## config.mk

```make
export PLATFORM = sky130hd
export DESIGN_NAME = drq_qualifier
export DESIGN_NICKNAME = d
export VERILOG_FILES = /design/src/drq_pkg.sv /design/src/drq_tick_if.sv /design/src/drq_qualifier.sv /design/src/drq_tick_gen.sv
export SDC_FILE = /design/constraint.sdc
export NUM_CORES = 1
export LEC_CHECK = 0
export CAP_MARGIN = 20
export CORE_MARGIN = 2
export CORE_UTILIZATION = 40
export DETAILED_ROUTE_END_ITERATION = 16
export DONT_BUFFER_PORTS = 1
export GPL_ROUTABILITY_DRIVEN = 0
export PLACE_DENSITY_LB_ADDON = 0.2
export SYNTH_ARGS = -nofsm -noshare
export SYNTH_HDL_FRONTEND = slang
export SYNTH_SLANG_ARGS = --single-unit
```

## constraint.sdc

```tcl
create_clock -name clk_sys_in -period 3.1 [get_ports clk_sys_in]
set_input_delay 0.31 -clock clk_sys_in [delete_from_list [all_inputs] [get_ports clk_sys_in]]
set_output_delay 0.31 -clock clk_sys_in [all_outputs]
set_load 0.01 [all_outputs]
```

## src/drq_pkg.sv

```systemverilog
// constants, state encoding and timing counts of the receive qualifier
// assumes a 40 MHz system clock and a 0.1 ms qualification tick
//
// Operation
// - a tone pair that lasts 35 ms (high speed) or 49 ms (normal) is taken as a valid digit.
// - a tone of at most 10 ms (high speed) or 24 ms (normal) is ignored with no strobe or digit.
// - a silence of at least 21 ms or 30 ms clears the digit output and releases the strobe.
// - a tone change with no long gap keeps the strobe low and the first digit in place.
// - before the strobe falls, drop-outs of up to 0.4 ms do not abort acceptance.
// - while the strobe is low, drop-outs of up to 3 ms or 10 ms do not reset the outputs.
// - the digit code appears 12 to 37 ms (high speed) or 24 to 49 ms (normal) after the tone.
// - strobe and digit stop 15 to 27 ms or 24 to 35 ms after the tone disappears.
// - the strobe falls 0.2 to 1.0 ms after the digit code becomes valid.
// - digit and status are read-only outputs, the control register is write-only.
// - a high power-down pin resets the control register with its speed-select bit.

package drq_pkg;

  // ----------------------------------------------------------------
  // clock and tick
  // ----------------------------------------------------------------
  localparam int CLK_PERIOD_NS = 25;
  localparam int TICK_NS       = 100000;
  localparam int TICK_CYCLES   = TICK_NS / CLK_PERIOD_NS;
  localparam int TICK_UNIT_US  = TICK_NS / 1000;
  localparam int TICK_W        = 12;
  localparam int CNT_W         = 10;

  // ----------------------------------------------------------------
  // qualification times in microseconds
  // ----------------------------------------------------------------
  localparam int ACCEPT_HS_US = 20000;   // between 10 and 35 ms
  localparam int ACCEPT_NM_US = 36000;   // between 24 and 49 ms
  localparam int BRK1_US      = 400;
  localparam int SP_DELAY_US  = 500;     // inside 0.2 .. 1.0 ms
  localparam int HOLD_HS_US   = 18000;   // above 3 ms drop-out, below 21 ms pause
  localparam int HOLD_NM_US   = 27000;   // above 10 ms drop-out, below 30 ms pause

  localparam logic [CNT_W-1:0] ACCEPT_HS_TICKS = CNT_W'(ACCEPT_HS_US / TICK_UNIT_US);
  localparam logic [CNT_W-1:0] ACCEPT_NM_TICKS = CNT_W'(ACCEPT_NM_US / TICK_UNIT_US);
  localparam logic [CNT_W-1:0] BRK1_TICKS      = CNT_W'(BRK1_US / TICK_UNIT_US);
  localparam logic [CNT_W-1:0] SP_TICKS        = CNT_W'(SP_DELAY_US / TICK_UNIT_US);
  localparam logic [CNT_W-1:0] HOLD_HS_TICKS   = CNT_W'(HOLD_HS_US / TICK_UNIT_US);
  localparam logic [CNT_W-1:0] HOLD_NM_TICKS   = CNT_W'(HOLD_NM_US / TICK_UNIT_US);

  // ----------------------------------------------------------------
  // control word layout and reset values
  // ----------------------------------------------------------------
  localparam int         CTRL_SPEED_BIT = 2;
  localparam logic       CTRL_SPEED_RST = 1'b0;
  localparam int         STAT_STROBE_BIT = 3;
  localparam logic [3:0] DIGIT_RST      = 4'h0;

  typedef enum logic [1:0] {
    DRQ_IDLE   = 2'b00,
    DRQ_QUAL   = 2'b01,
    DRQ_DELAY  = 2'b10,
    DRQ_ACTIVE = 2'b11
  } drq_state_t;

endpackage : drq_pkg

```

## src/drq_tick_if.sv

```systemverilog
// tick carrier between the prescaler and the qualifier
// assumes both ends run on the same system clock
`timescale 1ns/1ps

interface drq_tick_if;
  logic tick;   // one-cycle pulse every 0.1 ms
  logic clear;  // restarts the prescaler phase

  modport gen (output tick, input clear);
  modport use_tick (input tick, output clear);
endinterface : drq_tick_if
```

## src/drq_qualifier.sv

```systemverilog
// dtmf receive qualifier: acceptance, drop-out bridging, pause detect, strobe
// assumes tone indication and code come from detector logic on clk_sys_in;
// the power-down pin is asynchronous and is synchronised here
`timescale 1ns/1ps

module drq_qualifier
  import drq_pkg::*;
#(
  // cycles per 0.1 ms tick; a bench may shorten it, all intervals are counted in ticks
  parameter int TICK_LEN = TICK_CYCLES
)
(
  // clock and reset
  input  wire logic       clk_sys_in,
  input  wire logic       rst_in,
  // power-down pin
  input  wire logic       power_down_pin_in,
  // frequency detector
  input  wire logic       tone_present_in,
  input  wire logic [3:0] tone_digit_in,
  // control word write port
  input  wire logic       control_reg_wr_in,
  input  wire logic [3:0] control_reg_data_in,
  // host side
  output logic [3:0]      received_digit_reg_out,
  output logic [3:0]      status_reg_out,
  output logic            digit_valid_strobe_n_out,
  output logic            detect_speed_select_out
);

  // --------------------------------------------------------------
  // helpers
  // --------------------------------------------------------------
  function automatic logic [CNT_W-1:0] pick(input logic hs,
                                            input logic [CNT_W-1:0] a,
                                            input logic [CNT_W-1:0] b);
    pick = hs ? a : b;
  endfunction : pick

  drq_tick_if tk ();

  drq_tick_gen #(
    .TICK_LEN   (TICK_LEN)
  ) u_tick (
    .clk_sys_in (clk_sys_in),
    .rst_in     (rst_in),
    .tk         (tk)
  );

  // --------------------------------------------------------------
  // power-down synchroniser and control word
  // --------------------------------------------------------------
  logic pd_meta_q;
  logic pd_sync_q;
  logic speed_q;
  logic speed_d;

  // power-down only matters once it is clean in this domain
  always_ff @(posedge clk_sys_in or posedge rst_in)
  begin
    if (rst_in)
    begin
      pd_meta_q <= 1'b0;
      pd_sync_q <= 1'b0;
    end
    else
    begin
      pd_meta_q <= power_down_pin_in;
      pd_sync_q <= pd_meta_q;
    end
  end

  // write-only control word, only the speed bit has a user here
  always_comb
  begin
    speed_d = speed_q;
    if (pd_sync_q)
      speed_d = CTRL_SPEED_RST;
    else if (control_reg_wr_in)
      speed_d = control_reg_data_in[CTRL_SPEED_BIT];
  end

  always_ff @(posedge clk_sys_in or posedge rst_in)
  begin
    if (rst_in)
      speed_q <= CTRL_SPEED_RST;
    else
      speed_q <= speed_d;
  end

  // --------------------------------------------------------------
  // qualification state
  // --------------------------------------------------------------
  drq_state_t       state_q;
  drq_state_t       state_d;
  logic [CNT_W-1:0] run_q;
  logic [CNT_W-1:0] run_d;
  logic [CNT_W-1:0] gap_q;
  logic [CNT_W-1:0] gap_d;
  logic [3:0]       digit_q;
  logic [3:0]       digit_d;
  logic             strobe_n_q;
  logic             strobe_n_d;
  logic [CNT_W-1:0] accept_ticks;
  logic [CNT_W-1:0] hold_ticks;

  assign accept_ticks = pick(speed_q, ACCEPT_HS_TICKS, ACCEPT_NM_TICKS);
  assign hold_ticks   = pick(speed_q, HOLD_HS_TICKS, HOLD_NM_TICKS);
  assign tk.clear     = (state_q == DRQ_IDLE) && tone_present_in;

  // next state; counters only move on the 0.1 ms tick
  always_comb
  begin
    state_d    = state_q;
    run_d      = run_q;
    gap_d      = gap_q;
    digit_d    = digit_q;
    strobe_n_d = strobe_n_q;
    case (state_q)
      DRQ_IDLE:
      begin
        run_d = '0;
        gap_d = '0;
        if (tone_present_in)
          state_d = DRQ_QUAL;
      end
      DRQ_QUAL, DRQ_DELAY:
      begin
        if (tk.tick)
        begin
          run_d = run_q + CNT_W'(1);
          gap_d = tone_present_in ? '0 : gap_q + CNT_W'(1);
          // a gap past 0.4 ms means the tone was short: drop it
          if (!tone_present_in && gap_q == BRK1_TICKS)
          begin
            state_d = DRQ_IDLE;
            digit_d = DIGIT_RST;
          end
          else if (state_q == DRQ_QUAL && run_d >= accept_ticks)
          begin
            state_d = DRQ_DELAY;
            run_d   = '0;
            digit_d = tone_digit_in;
          end
          else if (state_q == DRQ_DELAY && run_q == SP_TICKS - CNT_W'(1))
          begin
            state_d    = DRQ_ACTIVE;
            strobe_n_d = 1'b0;
          end
        end
      end
      DRQ_ACTIVE:
      begin
        // code changes are ignored: the first digit stays up
        if (tk.tick)
        begin
          gap_d = tone_present_in ? '0 : gap_q + CNT_W'(1);
          // at or past the limit: a speed switch mid-digit must not let the gap run past it
          if (!tone_present_in && gap_q >= hold_ticks - CNT_W'(1))
          begin
            state_d    = DRQ_IDLE;
            digit_d    = DIGIT_RST;
            strobe_n_d = 1'b1;
          end
        end
      end
      default:
      begin
        state_d    = DRQ_IDLE;
        digit_d    = DIGIT_RST;
        strobe_n_d = 1'b1;
      end
    endcase
    // power-down behaves as a reset of the whole receiver
    if (pd_sync_q)
    begin
      state_d    = DRQ_IDLE;
      run_d      = '0;
      gap_d      = '0;
      digit_d    = DIGIT_RST;
      strobe_n_d = 1'b1;
    end
  end

  always_ff @(posedge clk_sys_in or posedge rst_in)
  begin
    if (rst_in)
    begin
      state_q    <= DRQ_IDLE;
      run_q      <= '0;
      gap_q      <= '0;
      digit_q    <= DIGIT_RST;
      strobe_n_q <= 1'b1;
    end
    else
    begin
      state_q    <= state_d;
      run_q      <= run_d;
      gap_q      <= gap_d;
      digit_q    <= digit_d;
      strobe_n_q <= strobe_n_d;
    end
  end

  // read-only views for the host; the digit is latched on acceptance, 0.5 ms before the strobe falls
  assign received_digit_reg_out   = digit_q;
  assign status_reg_out           = {strobe_n_q, 3'b000};
  assign digit_valid_strobe_n_out = strobe_n_q;
  assign detect_speed_select_out  = speed_q;

  // --------------------------------------------------------------
  // checks
  // --------------------------------------------------------------
  a_accept_entry: assert property (@(posedge clk_sys_in) disable iff (rst_in)
    (state_q == DRQ_QUAL && tk.tick && !pd_sync_q && run_q + CNT_W'(1) >= accept_ticks
     && !(!tone_present_in && gap_q == BRK1_TICKS)) |=> state_q == DRQ_DELAY)
    else $error("accept time reached but digit not taken");

  a_short_reject: assert property (@(posedge clk_sys_in) disable iff (rst_in)
    (state_q == DRQ_QUAL && tk.tick && !tone_present_in && gap_q == BRK1_TICKS)
    |=> state_q == DRQ_IDLE && strobe_n_q && digit_q == DIGIT_RST)
    else $error("short tone not rejected");

  a_pause_clear: assert property (@(posedge clk_sys_in) disable iff (rst_in)
    (state_q == DRQ_ACTIVE && tk.tick && !tone_present_in
     && gap_q >= hold_ticks - CNT_W'(1)) |=> strobe_n_q && digit_q == DIGIT_RST)
    else $error("pause did not clear outputs");

  a_digit_steady: assert property (@(posedge clk_sys_in) disable iff (rst_in)
    (state_q == DRQ_ACTIVE && $past(state_q) == DRQ_ACTIVE) |-> $stable(digit_q))
    else $error("digit changed while strobe low");

  a_dropout_bridge: assert property (@(posedge clk_sys_in) disable iff (rst_in)
    (state_q == DRQ_ACTIVE && !pd_sync_q && gap_q < hold_ticks - CNT_W'(1))
    |=> !strobe_n_q)
    else $error("strobe released inside drop-out window");

  a_strobe_delay: assert property (@(posedge clk_sys_in) disable iff (rst_in)
    $fell(strobe_n_q) |-> $past(state_q) == DRQ_DELAY && $past(run_q) == SP_TICKS - CNT_W'(1))
    else $error("strobe fell without the set delay");

  a_strobe_digit: assert property (@(posedge clk_sys_in) disable iff (rst_in)
    !strobe_n_q |-> state_q == DRQ_ACTIVE && $stable(digit_q) || $fell(strobe_n_q))
    else $error("strobe low without settled digit");

  a_pd_reset: assert property (@(posedge clk_sys_in) disable iff (rst_in)
    pd_sync_q |=> !speed_q && strobe_n_q && state_q == DRQ_IDLE)
    else $error("power-down did not reset control");

endmodule : drq_qualifier

```

## src/drq_tick_gen.sv

```systemverilog
// prescaler making the 0.1 ms qualification tick
// assumes clk_sys_in at 40 MHz and rst_in asynchronous active high
`timescale 1ns/1ps

module drq_tick_gen
  import drq_pkg::*;
#(
  // cycles per qualification tick
  parameter int TICK_LEN = TICK_CYCLES
)
(
  // clock and reset
  input  wire logic clk_sys_in,
  input  wire logic rst_in,
  // tick carrier
  drq_tick_if.gen   tk
);

  logic [TICK_W-1:0] cnt_q;
  logic [TICK_W-1:0] cnt_d;
  logic              tick_q;
  logic              tick_d;

  // --------------------------------------------------------------
  // next count
  // --------------------------------------------------------------
  always_comb
  begin
    tick_d = 1'b0;
    cnt_d  = cnt_q + TICK_W'(1);
    if (tk.clear)
    begin
      cnt_d = '0;
    end
    else if (cnt_q == TICK_W'(TICK_LEN - 1))
    begin
      cnt_d  = '0;
      tick_d = 1'b1;
    end
  end

  // registers
  always_ff @(posedge clk_sys_in or posedge rst_in)
  begin
    if (rst_in)
    begin
      cnt_q  <= '0;
      tick_q <= 1'b0;
    end
    else
    begin
      cnt_q  <= cnt_d;
      tick_q <= tick_d;
    end
  end

  assign tk.tick = tick_q;

endmodule : drq_tick_gen

```

==> qor.txt <==
most frequent cells after synthesis -> dfrtp_1, nor2_1, nand2_1
Cell Chain, Critical Path -> ha_1, nand3_1, nor3_1, xor2_1, ha_1, a21oi_1, and3_4, a21boi_2, or4_1, o21ai_1
worst path required time -> 3.32 ns
pre-CTS setup slack -> 0.265 ns
Setup CP Type -> reg2reg
routed len/inst -> 14.7 um
Yosys warning total -> 0
share of synthesized registers carrying an async set or reset -> 1.00
CTS hold repair buffers -> 0
clock tree buffer depth -> 2
Initial Util -> 0.417
Row Count -> 29
port bufs -> 0
Reg power frac -> 0.492
io pins -> 23
post-synthesis xor/xnor area fraction -> 0.0589
final worst path period need -> 2.84 ns
initial antenna violation count -> 0
critical path arrival -> 3.06 ns
slew at the pin with the worst max-slew slack -> 0.880 ns
Post-synth EDFFs -> 0
final WL -> 5260 um
hpwl dp -> 3710 um
main combinational cell family by area after synthesis -> simple AND/OR/NAND/NOR gates
CTS Buf Count -> 5
Switching Fraction -> 0.313
GRT Residual Overflow -> 0
Slew HR -> 0.413
ys flop type -> dfrtp_1
vias in the first global route -> 1938
CP endpoint kind -> flip-flop
Clock Latency Late Sink -> 0.29 ns
share of power burned in the clock network -> 0.285
Via Count -> 1963
DIE AREA -> 7370 um2
clk sinks -> 43
# H-tree levels -> 2
FMAX -> 352 MHz
register area share after synthesis -> 0.402
Vias/cell -> 5.48
crit-path max cell delay -> 0.49 ns
Root Buffer -> clkbuf_8
Int Power -> 0.000905 W
largest net degree at the start of global routing -> 44
Logic pwr share -> 0.224
biggest area consumer among synthesized cells -> dfrtp_1
failing checks -> DRC
Final setup viols -> 0
compound-gate portion of the synthesized area -> 0.154
cells on worst reg2reg path -> 10
net switching power figure -> 0.000411 W
Lkg Pwr -> 1.25 nW
instance count on the critical path -> 10
RSZ-0062 raised after global routing -> false
average cell area after synthesis -> 9.53 um2
Area contributors post-synth -> dfrtp_1, ha_1, xor2_1
Post-CTS Setup Bufs -> 0
First-pass DRT Iterations -> 13
Crit path top cell by count -> ha_1
Final WS setup -> 0.262 ns
worst hold-check path type -> in2reg
cell area after synthesis -> 2680 um2
nets -> 312
cell family with most CP delay -> simple AND/OR/NAND/NOR gates
Hold Crit Endpoint -> pd_meta_q
Synth Area in Adders -> 0.0887
mux share of post-synthesis cell area -> 0.0243
Setup crit start kind -> flip-flop
CTS tree -> built
final hold vios -> 0
core area -> 6420 um2
Mapped Cells -> 281
first-pass GRT wire length -> 9440 um
period utilisation layout -> 0.916
DIE HEIGHT -> 85.8 um
Slew Limit Fails -> 0
Yosys top cell area share -> 0.392
FF-to-FF End -> run_q[4]
GRT Util Overall -> 0.159
critical path's slowest cell -> dfrtp_1
Max IR drop VDD -> 0.188 mV
worst r2r src -> run_q[0]
setup TNS -> 0 ns
Buf/Inv on CP -> 0
Final ANT Viol Nets -> 0
Antenna Cells -> 0
max_cap viols -> 0
DRC Markers -> 4
min-delay src -> power_down_pin_in
hold depth -> 0
#FFs+latches synth -> 43
register-to-register setup slack -> 0.26 ns
ratio of cells with drive above 1 in the final layout -> 0.0783
Clock Skews -> 0.00817 ns
Detailed Route Iter0 Violations -> 106
Yosys cell types -> 55
Clock Pin Slew Worst Setup and Hold Paths -> 0.08 ns
CTS resizes -> 0
pwr/cell area -> 467 nW/um2
most numerous cell in the Yosys netlist -> dfrtp_1
simple-gate share of the synthesized area -> 0.221
synth-to-layout area growth -> 5.14%
crit path max fanout -> 6
DIE WIDTH -> 85.8 um
status -> finished with violations
area by class of cell:
cell class,instances,area (um2)
clock buffer,7,86.3
fill,633,3610
clock inverter,1,5.00
timing repair buffer,1,7.51
multi-input combinational,211,1480
inverter,18,67.6
sequential,43,1080
tap,77,96.3
how the worst max path moves through the flow:
stage | slack (ns) | end | from
after floorplan | 0.57 | run_q[4] | run_q[0]
after global placement | 0.28 | run_q[4] | run_q[0]
after detailed placement | 0.27 | run_q[4] | run_q[1]
after CTS | 0.24 | run_q[4] | run_q[0]
after global routing | 0.04 | run_q[3] | run_q[0]
final | 0.26 | run_q[4] | run_q[0]
power by group through the flow:
| stage | Clock, W | Combinational (W) | Sequential (W) |
|---|---|---|---|
| final | 0.000375 | 0.000294 | 0.000647 |
| after global routing | 0.000413 | 0.000336 | 0.000655 |
| after CTS | 0.000390 | 0.000299 | 0.000648 |
| after detailed placement | 0 | 0.000300 | 0.000659 |
| after global placement | 0 | 0.000296 | 0.000659 |
| after floorplan | 0 | 0.000243 | 0.000648 |
per-layer routing:
| layer | share of wire | vias to the layer above | track usage |
|---|---|---|---|
| met5 | 0 | - | 0 |
| met4 | 0.0046 | 0 | 0.0361 |
| met3 | 0.040 | 2 | 0.0318 |
| met2 | 0.45 | 32 | 0.244 |
| met1 | 0.51 | 939 | 0.231 |
| li1 | - | 990 | - |
metrics by stage:
stage	cell area, um2	std cells	utilization	total power (W)	hold slack, ns
finish	2820	358	0.439	0.00132	0.0475
global route	2820	358	0.439	0.00140	0.0226
CTS	2820	358	0.439	0.00134	0.0319
detailed placement	2730	350	0.424	0.000959	0.336
global placement	2730	350	0.424	0.000955	0.332
floorplan	2690	283	-	0.000891	0.331
flip-flops by register name (all words and copies together) (netlist names):
name                      cells
detect_speed_select_out       1
pd_meta_q                     1
state_q                       2
u_tick.cnt_q                 12
run_q                        10
pd_sync_q                     1
gap_q                        10
received_digit_reg_out        4
digit_valid_strobe_n_out      1
u_tick.tk.tick                1
worst register-to-register path: cells and delay by family (launching register included):
kind                       cells  cell delay, ns
and+or+nand+nor                4            1.19
adders and majority gates      2            0.54
AOI/OAI and AO/OA              3            0.34
xor gates and xnor gates       1            0.21
DFF                            1            0.49
cells by family after synthesis:
kind of cell             Yosys count
AO/OA/AOI/OAI                     55
XOR/XNOR                          18
adder cells (fa/ha/maj)           19
buffers and inverters             29
flip-flops                        43
multiplexers                       6
other                              1
AND/OR/NAND/NOR                  110
placed cells by master (no fill, tap or decap), types with 5 or more instances in the layout:
cell type	instances
and3_1	5
xor2_1	14
clkbuf_8	6
mux2i_1	5
ha_1	19
nor2_1	27
nor2b_1	5
nand3_1	10
dfrtp_1	42
nand4_1	7
a21oi_1	17
o21ai_0	6
nand2_1	23
inv_1	17
nor3_1	6
Note: power is estimated with default switching activity, not from simulation.
